<file path="config.mk">
export PLATFORM = sky130hd
export DESIGN_NAME = wdg_top
export DESIGN_NICKNAME = d
export VERILOG_FILES = /design/src/core/wdg_pkg.sv /design/src/core/wdg_top.sv /design/src/core/wdg_prescaler.sv
export SDC_FILE = /design/constraint.sdc
export NUM_CORES = 1
export LEC_CHECK = 0
export BUFFER_PORTS_ARGS = -buffer_cell sky130_fd_sc_hd__buf_2
export CAP_MARGIN = 25
export CORE_MARGIN = 3
export CORE_UTILIZATION = 40
export CTS_BUF_LIST = sky130_fd_sc_hd__clkbuf_4 sky130_fd_sc_hd__clkbuf_8
export DETAILED_ROUTE_END_ITERATION = 8
export GPL_TIMING_DRIVEN = 0
export PLACE_DENSITY = 0.65
export SLEW_MARGIN = 0
export SYNTH_ARGS = -nofsm -noshare
export SYNTH_HDL_FRONTEND = slang
export SYNTH_HIERARCHICAL = 1
export SYNTH_SLANG_ARGS = --single-unit
</file>
<file path="constraint.sdc">
create_clock -name CLK -period 2.4 [get_ports CLK]
set_input_delay 0.24 -clock CLK [delete_from_list [all_inputs] [get_ports CLK]]
set_output_delay 0.24 -clock CLK [all_outputs]
set_load 0.05 [all_outputs]
</file>
<file path="src/core/wdg_pkg.sv">
// Constants, register layout and state types shared by the watchdog files
package wdg_pkg;
  // ----------------------------------------------------------------
  // Register map (byte addresses)
  // ----------------------------------------------------------------
  localparam logic [11:0] WDR_ADDR = 12'h0d8;
  localparam logic [11:0] PWR_ADDR = 12'h0dc;
  localparam int ADDR_W = 12;
  // ----------------------------------------------------------------
  // Watchdog register fields
  // ----------------------------------------------------------------
  localparam logic [7:0] WDR_RESET = 8'hfe;
  localparam int ACT_BIT = 0;
  localparam int SWRST_BIT = 1;
  localparam int PERIOD_TOP = 7;
  localparam int CNT_W = 7;
  localparam int PERIOD_W = 6;
  // ----------------------------------------------------------------
  // Power control register fields
  // ----------------------------------------------------------------
  localparam int IRQ_EN_BIT = 0;
  localparam int STOP_BIT = 1;
  localparam int WAIT_BIT = 2;
  localparam int ARMED_BIT = 3;
  localparam int NMI_BIT = 4;
  // ----------------------------------------------------------------
  // Timing
  // ----------------------------------------------------------------
  localparam int PRESCALE_CYCLES = 3072;
  localparam int PRESCALE_W = 12;
  // ----------------------------------------------------------------
  // Types
  // ----------------------------------------------------------------
  typedef enum logic [1:0] {RUN, WAITING, STOPPED} mode_type;
endpackage : wdg_pkg

</file>
<file path="src/core/wdg_top.sv">
// Watchdog downcounter with APB register access and stop/wait gating
// Behaviour
// - Any reset loads the watchdog register with 0xfe: disarmed, longest period.
// - Writing zero to the software-reset bit raises a reset at once.
// - Register bit 7 is counter LSB; bit 2 is the top period bit.
// - Reset fires when counter bit 6 falls to zero.
// - Six period bits select 64 periods from 3072 to 196608 cycles.
// - Software writes the period bits and the counter loads them.
// - Hardware option forces the activation bit to one permanently.
// - Software option: writing one arms; only reset disarms.
// - Disarmed, the counter is a free 7-bit timer without reset.
// - At least 28 instructions pass after arming or reset before expiry.
// - With interrupts globally off, NMI is serviced but never wakes the core.
// - Armed, the counter decrements and resets the device unless reloaded.
// - Hardware option without stop control turns stop into wait.
// - With stop control, pin low gives wait, pin high freezes and stops.
// - Leaving stop on an interrupt resumes counting from the frozen value.
//
// Register access over APB is this design's own decision.
`timescale 1ns/100ps
module wdg_top
  import wdg_pkg::*;
#(
  parameter int PRESCALE = PRESCALE_CYCLES
) (
  // Clock and reset
  input wire logic CLK,
  input wire logic RST_N,
  // APB slave
  input wire logic PSEL,
  input wire logic PENABLE,
  input wire logic PWRITE,
  input wire logic [ADDR_W-1:0] PADDR,
  input wire logic [31:0] PWDATA,
  output logic PREADY,
  output logic [31:0] PRDATA,
  output logic PSLVERR,
  // Option pins
  input wire logic HW_OPTION,
  input wire logic EXT_STOP_OPTION,
  // Stop-gating and interrupt pins
  input wire logic NMI_PIN,
  input wire logic IRQ_REQ,
  input wire logic NMI_ACK,
  // Core status
  output logic WDG_RESET,
  output logic STOP_MODE,
  output logic WAIT_MODE,
  output logic NMI_REQ,
  output logic WAKE
);
  // ----------------------------------------------------------------
  // State
  // ----------------------------------------------------------------
  typedef struct packed {
    logic [2:0] meta;
    logic [2:0] sync;
    logic nmi_prev;
    logic nmi_latch;
    logic active;
    logic [CNT_W-1:0] cnt;
    logic irq_en;
    mode_type mode;
    logic wdg_reset;
    logic wake;
    logic pready;
    logic pslverr;
    logic [31:0] prdata;
  } state_type;

  state_type r;
  state_type next_r;
  logic tick;
  logic wdr_write;
  logic hw_opt;
  logic ext_opt;
  logic nmi_s;

  // Option pins and the stop-gating pin come from outside: two flops first
  assign hw_opt = r.sync[0];
  assign ext_opt = r.sync[1];
  assign nmi_s = r.sync[2];

  // ----------------------------------------------------------------
  // Bit order helpers
  // ----------------------------------------------------------------
  // Register view of the counter: reversed and shifted
  function automatic logic [7:0] to_reg(input logic [CNT_W-1:0] c, input logic act);
    logic [7:0] v;
    v = '0;
    v[ACT_BIT] = act;
    v[SWRST_BIT] = c[CNT_W-1];
    for (int i = 0; i < PERIOD_W; i++) begin
      v[PERIOD_TOP-i] = c[i];
    end
    return v;
  endfunction : to_reg

  function automatic logic [CNT_W-1:0] from_reg(input logic [7:0] v);
    logic [CNT_W-1:0] c;
    c = '0;
    c[CNT_W-1] = v[SWRST_BIT];
    for (int i = 0; i < PERIOD_W; i++) begin
      c[i] = v[PERIOD_TOP-i];
    end
    return c;
  endfunction : from_reg

  // ----------------------------------------------------------------
  // Prescaler
  // ----------------------------------------------------------------
  assign wdr_write = PSEL && PENABLE && r.pready && PWRITE && (PADDR == WDR_ADDR);

  // Restart on reload
  // A reload or arming restarts the interval, so the first step is never short
  // Fixed step interval
  wdg_prescaler #(
    .CYCLES(PRESCALE)
  ) u_prescaler (
    .CLK(CLK),
    .RST_N(RST_N),
    .enable(r.mode != STOPPED),
    .restart(wdr_write),
    .tick(tick)
  );

  // ----------------------------------------------------------------
  // Next state
  // ----------------------------------------------------------------
  always_comb begin
    logic setup;
    logic access;
    logic pwr_write;
    logic mapped;
    logic nmi_fall;
    logic [7:0] wr_byte;
    setup = PSEL && !PENABLE;
    access = PSEL && PENABLE && r.pready;
    pwr_write = access && PWRITE && (PADDR == PWR_ADDR);
    mapped = (PADDR == WDR_ADDR) || (PADDR == PWR_ADDR);
    wr_byte = PWDATA[7:0];
    next_r = r;
    next_r.meta = {NMI_PIN, EXT_STOP_OPTION, HW_OPTION};
    next_r.sync = r.meta;
    next_r.nmi_prev = nmi_s;
    next_r.wdg_reset = 1'b0;
    next_r.wake = 1'b0;

    if (hw_opt) begin
      next_r.active = 1'b1;
    end

    if (tick && r.mode != STOPPED) begin
      next_r.cnt = r.cnt - 1'b1;
      if (r.active && r.cnt[CNT_W-1] && !next_r.cnt[CNT_W-1]) begin
        next_r.wdg_reset = 1'b1;
      end
    end

    if (wdr_write) begin
      next_r.cnt = from_reg(wr_byte);
      next_r.active = r.active || wr_byte[ACT_BIT] || hw_opt;
      if (!wr_byte[SWRST_BIT]) begin
        next_r.wdg_reset = 1'b1;
      end
    end

    // Falling edge on the pin latches an NMI; set beats acknowledge
    nmi_fall = r.nmi_prev && !nmi_s;
    if (NMI_ACK) begin
      next_r.nmi_latch = 1'b0;
    end
    if (nmi_fall) begin
      next_r.nmi_latch = 1'b1;
    end

    if (pwr_write) begin
      next_r.irq_en = PWDATA[IRQ_EN_BIT];
    end

    case (r.mode)
      RUN: begin
        if (pwr_write && PWDATA[WAIT_BIT]) begin
          next_r.mode = WAITING;
        end else if (pwr_write && PWDATA[STOP_BIT]) begin
          if (next_r.active && !(ext_opt && nmi_s)) begin
            next_r.mode = WAITING;
          end else begin
            next_r.mode = STOPPED;
          end
        end
      end
      WAITING, STOPPED: begin
        if (r.irq_en && (IRQ_REQ || r.nmi_latch)) begin
          next_r.mode = RUN;
          next_r.wake = 1'b1;
        end
      end
      default: begin
        next_r.mode = RUN;
      end
    endcase

    // No wait state: answer is prepared in the setup cycle
    next_r.pready = setup;
    next_r.pslverr = setup && !mapped;
    next_r.prdata = '0;
    if (setup && PADDR == WDR_ADDR) begin
      next_r.prdata[7:0] = to_reg(r.cnt, r.active);
    end else if (setup && PADDR == PWR_ADDR) begin
      next_r.prdata[IRQ_EN_BIT] = r.irq_en;
      next_r.prdata[STOP_BIT] = (r.mode == STOPPED);
      next_r.prdata[WAIT_BIT] = (r.mode == WAITING);
      next_r.prdata[ARMED_BIT] = r.active;
      next_r.prdata[NMI_BIT] = r.nmi_latch;
    end
  end

  // ----------------------------------------------------------------
  // Registers
  // ----------------------------------------------------------------
  always_ff @(posedge CLK) begin
    if (!RST_N) begin
      r <= '0;
      r.cnt <= from_reg(WDR_RESET);
      r.active <= WDR_RESET[ACT_BIT];
      r.mode <= RUN;
    end else begin
      r <= next_r;
    end
  end

  assign PREADY = r.pready;
  assign PRDATA = r.prdata;
  assign PSLVERR = r.pslverr;
  assign WDG_RESET = r.wdg_reset;
  assign STOP_MODE = (r.mode == STOPPED);
  assign WAIT_MODE = (r.mode == WAITING);
  assign NMI_REQ = r.nmi_latch;
  assign WAKE = r.wake;

  logic wr_d;
  logic [7:0] wr_byte_d;
  always_ff @(posedge CLK) begin
    wr_d <= wdr_write;
    wr_byte_d <= PWDATA[7:0];
  end
endmodule : wdg_top

</file>
<file path="src/core/wdg_prescaler.sv">
// Fixed prescaler giving one downcounter step per interval
`timescale 1ns/100ps
module wdg_prescaler
  import wdg_pkg::*;
#(
  parameter int CYCLES = PRESCALE_CYCLES
) (
  // Clock and reset
  input wire logic CLK,
  input wire logic RST_N,
  // Control
  input wire logic enable,
  input wire logic restart,
  // Step pulse
  output logic tick
);
  typedef struct packed {
    logic [PRESCALE_W-1:0] count;
    logic tick;
  } pre_state_type;

  localparam logic [PRESCALE_W-1:0] LAST = PRESCALE_W'(CYCLES - 1);

  pre_state_type r;
  pre_state_type next_r;

  always_comb begin
    next_r = r;
    next_r.tick = 1'b0;
    if (restart) begin
      next_r.count = '0;
    end else if (enable) begin
      if (r.count == LAST) begin
        next_r.count = '0;
        next_r.tick = 1'b1;
      end else begin
        next_r.count = r.count + 1'b1;
      end
    end
  end

  always_ff @(posedge CLK) begin
    if (!RST_N) begin
      r <= '0;
    end else begin
      r <= next_r;
    end
  end

  assign tick = r.tick;
endmodule : wdg_prescaler

</file>
==> results.json, run 1 <==
{
  "synth-seq-area-share_pct": 40.05,
  "synth_edf_count": 0,
  "power.internal_mw": 1.065,
  "crit_required_ns": 2.56,
  "antenna_found_initial": 0,
  "worst_pin_slew_ns": 0.5939,
  "drive_gt1_share_pct": 32.17,
  "viasPerCell": 4.328,
  "drt_pass1_iterations": 4,
  "async_flop_share_pct": 0,
  "synth.most_common_cell": "dfxtp_1",
  "p_switching_uw": 371.3,
  "wl_per_cell_um": 10.75,
  "overflow": 0,
  "p_per_area_nw_per_um2": 533.5,
  "holdPathEnd": "next_r[51]",
  "antennaDiodeCount": 0,
  "ys_seq_elements": 44,
  "die_w_um": 80.16,
  "die_h_um": 80.16,
  "vdd_drop_max_uv": 284.4,
  "postCtsSetupRepairBufs": 0,
  "skew_ns": 0.006800,
  "whs_path_depth": 2,
  "synth_cell_types": 52,
  "maxSlewHeadroom_pct": 60.41,
  "grt_pass1_wl_mm": 6.741,
  "maxCapViolCount": 0,
  "syn-cell-area_sq_um": 2200,
  "switching_share_pct": 25.86,
  "avgSynthCellArea_sq_um": 9.203,
  "cts_max_level": 2,
  "port_buffers": 44,
  "slew_violations": 0,
  "drc_errors": 0,
  "vias": 1662,
  "timing.rr.start": "r[36]",
  "num_io_pins": 93,
  "first_iter_violations": 46,
  "ys_top_cells_by_area": "dfxtp_1 40%, buf_4 11%, nor2_1 4.6%",
  "power_frac_clock_pct": 34.2,
  "synth_top_area_cell": "dfxtp_1",
  "initial_core_util_pct": 42.26,
  "rows": 26,
  "total_power_mw": 1.436,
  "nets": 372,
  "reg2reg_setup_slack_ns": 0.39,
  "cts_buffers": 5,
  "synth_common_cells": "44 x dfxtp_1, 33 x buf_4, 27 x nor2_1",
  "critPathLaunchType": "flip-flop",
  "yosys_warnings": 6,
  "yosysTopAreaCellShare_pct": 40.05,
  "grt_max_degree": 13,
  "place_hpwl_mm": 3.226,
  "endpoint_kind": "flip-flop",
  "status": "completed",
  "max_freq_ghz": 0.4985,
  "rsz0062_at_grt": "no",
  "synth-main-ff-cell": "dfxtp_1",
  "area_growth_pct": 22.35,
  "p_leak_nw": 1.290,
  "hold_buffers": 0,
  "critPathArrivalTime_ns": 2.17,
  "clk_latency_ns": 0.29,
  "setup_violations": 0,
  "period_minus_slack_ns": 2.006,
  "cts_resized": 0,
  "core_region_area_sq_um": 5205,
  "tns_ns": 0,
  "cts_root_buffer": "clkbuf_8",
  "postSynthCellCount": 239,
  "hold_start": "NMI_PIN",
  "grt_pass1_vias": 1530,
  "hold_viol": 0,
  "min_period_over_period_pct": 83.59,
  "crit_fanout": 5,
  "drt_wl_total_mm": 4.127,
  "globalplace.congestion": 0.8262,
  "critPathKind": "flip-flop to flip-flop",
  "r2r_end": "r[45]",
  "die_area_sq_um": 6425,
  "postRouteAntennaNets": 0,
  "cts.path.max_buffers": 2,
  "combPwrFrac_pct": 13.7,
  "grt_use_total_pct": 13.36,
  "hp-class": "input pin to flip-flop",
  "clk_pin_slew_ns": 0.07,
  "cts_tree": "done",
  "seqPwrFrac_pct": 52.1,
  "ff2ff_path_depth": 7,
  "cts_sinks": 44
}
-- cells by family after synthesis --
group | after synthesis | share of synthesized area (%)
flip-flops | 44 | 40.05
other | 1 | 0.1705
XOR/XNOR | 16 | 6.371
buffers and inverters | 48 | 14.51
AO/OA/AOI/OAI | 22 | 6.826
AND/OR/NAND/NOR | 94 | 25.14
multiplexers | 9 | 4.096
adder cells (fa/ha/maj) | 5 | 2.844
-- sequential cells by signal (all words and copies together), names as in the netlist --
name              count
NMI_REQ               1
PRDATA                8
PREADY                1
PSLVERR               1
WAKE                  1
WDG_RESET             1
ext_opt               1
hw_opt                1
next_r                4
r                    12
u_prescaler/r        12
u_prescaler/tick      1
-- placed cells by master, fill, tap and decap left out, types with 3 or more instances in the layout --
master and instances:
a21oi_1 4, and2_1 10, and4_1 3, buf_2 44, buf_4 33, clkbuf_1 3, clkbuf_8 6, conb_1 24
dfxtp_1 44, ha_1 5, inv_1 10, mux2i_1 9, nand2_1 16, nand4_1 5, nor2_1 27, nor2b_1 3
nor3_1 4, o21ai_0 3, o21ai_1 5, xnor2_1 5, xor2_1 11
-- metrics by stage --
stage	util [%]	hold WS, ns	setup slack (ns)	area, sq um	instances
finish	51.71	0.1540	0.3938	2691	384
global route	51.71	0.1417	0.2236	2691	384
CTS	51.71	0.1480	0.3889	2691	384
detailed placement	49.83	0.4200	0.1612	2594	376
global placement	49.83	0.4145	0.1745	2594	376
floorplan	-	0.3643	0.3542	2286	262
-- power by group through the flow --
stage / Clock [mW] / Sequential [mW] / Combinational [mW]
after floorplan: 0 / 0.770 / 0.152
after CTS: 0.507 / 0.749 / 0.196
after detailed placement: 0 / 0.766 / 0.195
final: 0.491 / 0.749 / 0.196
after global placement: 0 / 0.765 / 0.194
after global routing: 0.533 / 0.750 / 0.210
-- worst max path at each step --
| stage | startpoint | end | slack (ns) |
|---|---|---|---|
| 4_1_cts | r[36] | r[45] | 0.39 |
| 3_5_place_dp | PADDR[8] | u_prescaler/r[2] | 0.16 |
| 2_1_floorplan | r[36] | r[45] | 0.35 |
| 5_1_grt | r[36] | r[45] | 0.22 |
| 6_report | r[36] | r[45] | 0.39 |
| 3_3_place_gp | PADDR[8] | u_prescaler/r[1] | 0.17 |
-- final cells by class --
type,count,area (sq um)
clock buffers,8,97.59
multi-input cells,170,1086
flip-flops and latches,44,880.8
plain buffers,38,281.5
fillers,529,2514
well taps,70,87.58
repair buffers,44,220.2
inverters,10,37.54
-- worst max-delay path, cell delays in order (launching register included) --
cell     delay, ns
dfxtp_1       0.36
inv_1         0.07
ha_1          0.28
or4b_1        0.55
nor4_2        0.25
xnor2_1       0.16
and3_1        0.17
a31oi_1       0.04
-- per-layer routing --
| metal | track usage [%] | up-vias | wire [um] |
|---|---|---|---|
| li1 | - | 882 | - |
| met1 | 16.54 | 734 | 1859 |
| met2 | 21.69 | 40 | 1976 |
| met3 | 4.036 | 6 | 252 |
| met4 | 5.068 | 0 | 39 |
| met5 | 0 | - | 0 |
Note: power is estimated with default switching activity, not from simulation.
==> run 2: changes to the inputs <==
- clock period: 2.4 -> 1.9 ns (I/O delays scaled with it)
==> run 2 against run 1 <==
First-iteration DRC count grew 41%; hold slack worse by 0.061 ns; wire length increased by 4.1%; clock power increased by 54%; die area is the same; cell count up 1.0%; largest power group unchanged; clock skew grew 0.0050 ns; power rose by 36%; worst setup slack got worse by 0.37 ns; critical path type unchanged; non-clock buffer count grew 4; clock-buffer cell count is 2 lower.
==> results.json, run 2 (synthesis results as in run 1) <==
{
  "maxSlewHeadroom_pct": 62.45,
  "drt_pass1_iterations": 5,
  "vias": 1721,
  "slowest_stage": "or4b_4",
  "crit_path_end": "r[45]",
  "cts_tree": "done",
  "grt_pass1_wl_mm": 7.072,
  "final_util_pct": 53.61,
  "startpoint": "r[36]",
  "critical_path.max_stage_delay_ns": 0.55,
  "ff2ff_path_depth": 7,
  "stdcell_area_sq_um": 2790,
  "critPathLaunchType": "flip-flop",
  "cts_max_level": 2,
  "combPwrFrac_pct": 12.9,
  "grt_use_total_pct": 14.19,
  "multiInputGateArea_sq_um": 1129,
  "power_frac_clock_pct": 38.7,
  "nFillCells": 515,
  "maxCapViolCount": 0,
  "timing.rr.start": "r[36]",
  "vdd_drop_max_uv": 303.2,
  "register_area_sq_um": 883.3,
  "die_h_um": 80.16,
  "core_region_area_sq_um": 5205,
  "cts.path.max_buffers": 2,
  "hp-class": "input pin to flip-flop",
  "maxUsedRoutingLayer": "met4",
  "grt_pass1_vias": 1557,
  "place_hpwl_mm": 3.297,
  "die_area_sq_um": 6425,
  "dr_wl_met2_mm": 2.019,
  "drt_wl_total_mm": 4.298,
  "clk_pin_slew_ns": 0.09,
  "grt_max_degree": 15,
  "seqPwrFrac_pct": 48.4,
  "viasPerCell": 4.436,
  "worst_pin_slew_ns": 0.5632,
  "worstPathCellList": "inv_2, ha_4, or4b_4, nor4_4, xnor2_1, and3_1, a31oi_1",
  "postRouteAntennaNets": 0,
  "critPathKind": "flip-flop to flip-flop",
  "rsz0062_at_grt": "yes",
  "min_period_over_period_pct": 98.54,
  "slew_violations": 0,
  "p_leak_nw": 1.342,
  "cts_root_buffer": "clkbuf_8",
  "cts_sinks": 44,
  "dp_cells": 376,
  "status": "completed",
  "crit_required_ns": 2.07,
  "endpoint_kind": "flip-flop",
  "area_growth_pct": 26.85,
  "switching_share_pct": 25.72,
  "nets": 376,
  "reg2reg_setup_slack_ns": 0.03,
  "p_switching_uw": 502.3,
  "globalplace.congestion": 0.8266,
  "dpl-instance-area_sq_um": 2605,
  "setup_violations": 0,
  "antennaDiodeCount": 0,
  "final_cells": 388,
  "p_per_area_nw_per_um2": 700.0,
  "tns_ns": 0,
  "final_common_cell": "buf_2",
  "initial_core_util_pct": 42.26,
  "whs_path_depth": 2,
  "drc_errors": 0,
  "period_minus_slack_ns": 1.872,
  "drive_gt1_share_pct": 35.22,
  "clk_latency_ns": 0.30,
  "wl_met1_mm": 1.952,
  "num_io_pins": 93,
  "antenna_found_initial": 0,
  "rows": 26,
  "crit_fanout": 3,
  "final_cell_mix": "44 x buf_2, 42 x dfxtp_1, 37 x buf_4",
  "critPathArrivalTime_ns": 2.04,
  "wl_met3_um": 286,
  "power.internal_mw": 1.451,
  "skew_ns": 0.01185,
  "hold_viol": 0,
  "max_freq_ghz": 0.5341,
  "overflow": 0,
  "r2r_end": "r[45]",
  "port_buffers": 44,
  "cts_buffers": 5,
  "wl_per_cell_um": 11.08,
  "die_w_um": 80.16,
  "first_iter_violations": 65
}
[run 2: cell count changes in the layout (fill, tap and decap cells not counted), moves of 2 or more]
cell and change:
buf_4 +4, clkbuf_4 -2, dfxtp_1 -2, dfxtp_2 +2
[run 2: area by class of cell]
| type | count | share of cell area [%] |
|---|---|---|
| multi-input cells | 170 | 40.45 |
| flip-flops and latches | 44 | 31.66 |
| plain buffers | 38 | 10.09 |
| repair buffers | 48 | 8.969 |
| well taps | 70 | 3.139 |
| clock buffers | 6 | 2.960 |
| clock inverters | 2 | 1.390 |
| inverters | 10 | 1.345 |
[run 2: critical path: cells and delay by family (launching register included)]
family          cells  cell delay (ns)
compound gates      1             0.04
xor+xnor            1             0.15
fa+ha+maj           1             0.16
buf+inv             1             0.06
flops               1             0.35
simple gates        3             0.99
[run 2: per-stage QoR]
step	power (mW)	hold slack (ns)	setup slack (ns)
global placement	1.215	0.3948	-0.1719
finish	1.953	0.09330	0.02777
global route	2.035	0.09487	-0.06332
CTS	1.975	0.08736	0.01738
floorplan	1.166	0.3143	0.006349
detailed placement	1.218	0.4016	-0.1714
[run 2: power by group through the flow]
stage	logic (mW)	registers (mW)	clock network [mW]
detailed placement	0.250	0.968	0
global route	0.270	0.948	0.816
CTS	0.251	0.946	0.778
finish	0.252	0.946	0.755
global placement	0.248	0.967	0
floorplan	0.193	0.973	0
[run 2: how the worst min path moves through the flow]
stage          startpoint    endpoint  slack, ns
5_1_grt           NMI_PIN  next_r[51]       0.09
3_3_place_gp      NMI_PIN  next_r[51]       0.39
2_1_floorplan   PWDATA[6]       r[40]       0.31
4_1_cts           NMI_PIN  next_r[51]       0.09
3_5_place_dp      NMI_PIN  next_r[51]       0.40
6_report          NMI_PIN  next_r[51]       0.09
[run 2: timing repair]
item / CTS / global route
hold buffers: 0 / 0
gates resized for setup: 3 / 4
pin swaps: 0 / 4
setup buffers: 0 / 4
endpoints found under the setup margin: 2 / 3
[run 2: routing by layer]
layer  up-vias  GRT usage (%)
met5         -              0
met4         0          4.561
met3         4          3.812
met2        55          24.17
met1       768          17.28
li1        894              -
==> run 3: changes to the inputs <==
- CORE_ASPECT_RATIO: default -> 0.6
==> run 3 against run 2 <==
Wire length grew 4.6%; core utilization shrank 0.32 points; largest power group unchanged; worst setup slack better by 0.0046 ns; clock skew fell by 0.0067 ns; hold slack better by 0.0060 ns; sequential power about the same; critical path depth unchanged; clock-buffer cell count unchanged; combinational power hardly changed; power down 8.0%; via count up 0.12%; sequential share of layout area increased by 0.34 points.
==> results.json, run 3 (synthesis results as in run 1) <==
{
  "status": "completed",
  "rsz0062_at_grt": "yes",
  "antenna_found_initial": 0,
  "drive_gt1_share_pct": 35.42,
  "cts_max_level": 2,
  "slew_violations": 0,
  "cts.path.max_buffers": 2,
  "max_freq_ghz": 0.5354,
  "crit_fanout": 4,
  "drt_pass1_iterations": 4,
  "drc_errors": 0,
  "slowest_stage": "or4b_4",
  "globalplace.congestion": 0.8245,
  "die_w_um": 101.7,
  "hold_viol": 0,
  "critical_path.max_stage_delay_ns": 0.55,
  "dp_cells": 372,
  "p_per_area_nw_per_um2": 651.2,
  "skew_ns": 0.005178,
  "first_iter_violations": 48,
  "place_hpwl_mm": 3.491,
  "drt_wl_total_mm": 4.496,
  "vias": 1723,
  "worstPathCellList": "inv_2, ha_4, or4b_4, nor4_4, xnor2_1, and3_1, a31oi_1",
  "critPathLaunchType": "flip-flop",
  "cts_tree": "done",
  "total_power_mw": 1.797,
  "wl_per_cell_um": 11.68,
  "antennaDiodeCount": 0,
  "clk_latency_ns": 0.29,
  "clk_pin_slew_ns": 0.08,
  "tns_ns": 0,
  "cts_root_buffer": "clkbuf_8",
  "endpoint_kind": "flip-flop",
  "hp-class": "input pin to flip-flop",
  "overflow": 0,
  "grt_use_total_pct": 14.41,
  "rows": 20,
  "grt_pass1_wl_mm": 7.258,
  "initial_core_util_pct": 42.46,
  "core_region_area_sq_um": 5180,
  "crit_family": "simple AND/OR/NAND/NOR gates",
  "final_common_cell": "buf_2",
  "vdd_drop_max_uv": 326.3,
  "critPathKind": "flip-flop to flip-flop",
  "setup_violations": 0,
  "min_period_over_period_pct": 98.29,
  "hold_buffers": 0,
  "period_minus_slack_ns": 1.868,
  "grt_pass1_vias": 1550,
  "maxCapViolCount": 0,
  "nets": 377,
  "port_buffers": 44,
  "area_growth_pct": 25.48,
  "path_buf_inv": 1,
  "die_area_sq_um": 6454,
  "postRouteAntennaNets": 0,
  "final_cells": 385,
  "viasPerCell": 4.475,
  "cts_sinks": 44,
  "final_cell_mix": "44 x buf_2, 42 x dfxtp_1, 38 x buf_4",
  "crit_required_ns": 2.06,
  "die_h_um": 63.44,
  "p_leak_nw": 1.337,
  "num_io_pins": 93,
  "grt_max_degree": 14,
  "worst_pin_slew_ns": 0.5755,
  "cts_buffers": 5,
  "final_util_pct": 53.29,
  "maxSlewHeadroom_pct": 61.63,
  "critPathArrivalTime_ns": 2.03
}
## run 3: through the flow
stage / hold slack, ns / instance area, sq um / setup slack, ns
floorplan: 0.3143 / 2297 / 0.006349
detailed placement: 0.4005 / 2600 / -0.1830
finish: 0.09931 / 2760 / 0.03240
global placement: 0.3950 / 2600 / -0.1678
CTS: 0.08989 / 2711 / 0.01466
global route: 0.1046 / 2760 / -0.05231
## run 3: worst reg2reg max path, delay by kind of cell, from the launching register on
family	cells	cell delay [ns]
AOI/OAI and AO/OA	1	0.04
and+or+nand+nor	3	1.00
adders and majority gates	1	0.17
DFF	1	0.34
buffers and inverters	1	0.05
xor gates and xnor gates	1	0.15
## run 3: repair_timing
action / 4_1_cts / 5_1_grt
setup endpoints to repair: 2 / 4
pin swaps: 0 / 5
gates resized for setup: 3 / 3
setup buffers: 0 / 5
## run 3: worst paths after layout
| check | startpoint | endpoint | slack, ns | depth (start not counted) |
|---|---|---|---|---|
| setup / recovery | r[36] | r[45] | 0.03 | 7 |
| hold / removal | HW_OPTION | next_r[49] | 0.1 | 2 |
| setup reg to reg | r[36] | r[45] | 0.03 | 7 |
| hold reg to reg | next_r[49] | hw_opt | 0.44 | 1 |
## run 3: layout make-up
cell class,instances,area (sq um)
tap,66,82.58
buffer,38,281.5
inverter,10,37.54
multi-input combinational,170,1125
fill,515,2420
clock inverter,2,10.01
clock buffer,6,82.58
sequential,44,883.3
timing repair buffer,49,257.7
## run 3: power breakdown
group | internal [mW] | switching, mW
Sequential | 0.937 | 0.00985
Combinational | 0.0837 | 0.166
Clock | 0.290 | 0.311
## run 3: metal layers
metal / share of wire, % / vias to the layer above / global-route usage, %
met1: 51 / 763 / 21.47
li1: - / 903 / -
met4: 0.71 / 0 / 3.980
met5: 0 / - / 0
met2: 41 / 53 / 19.95
met3: 7.4 / 4 / 4.204
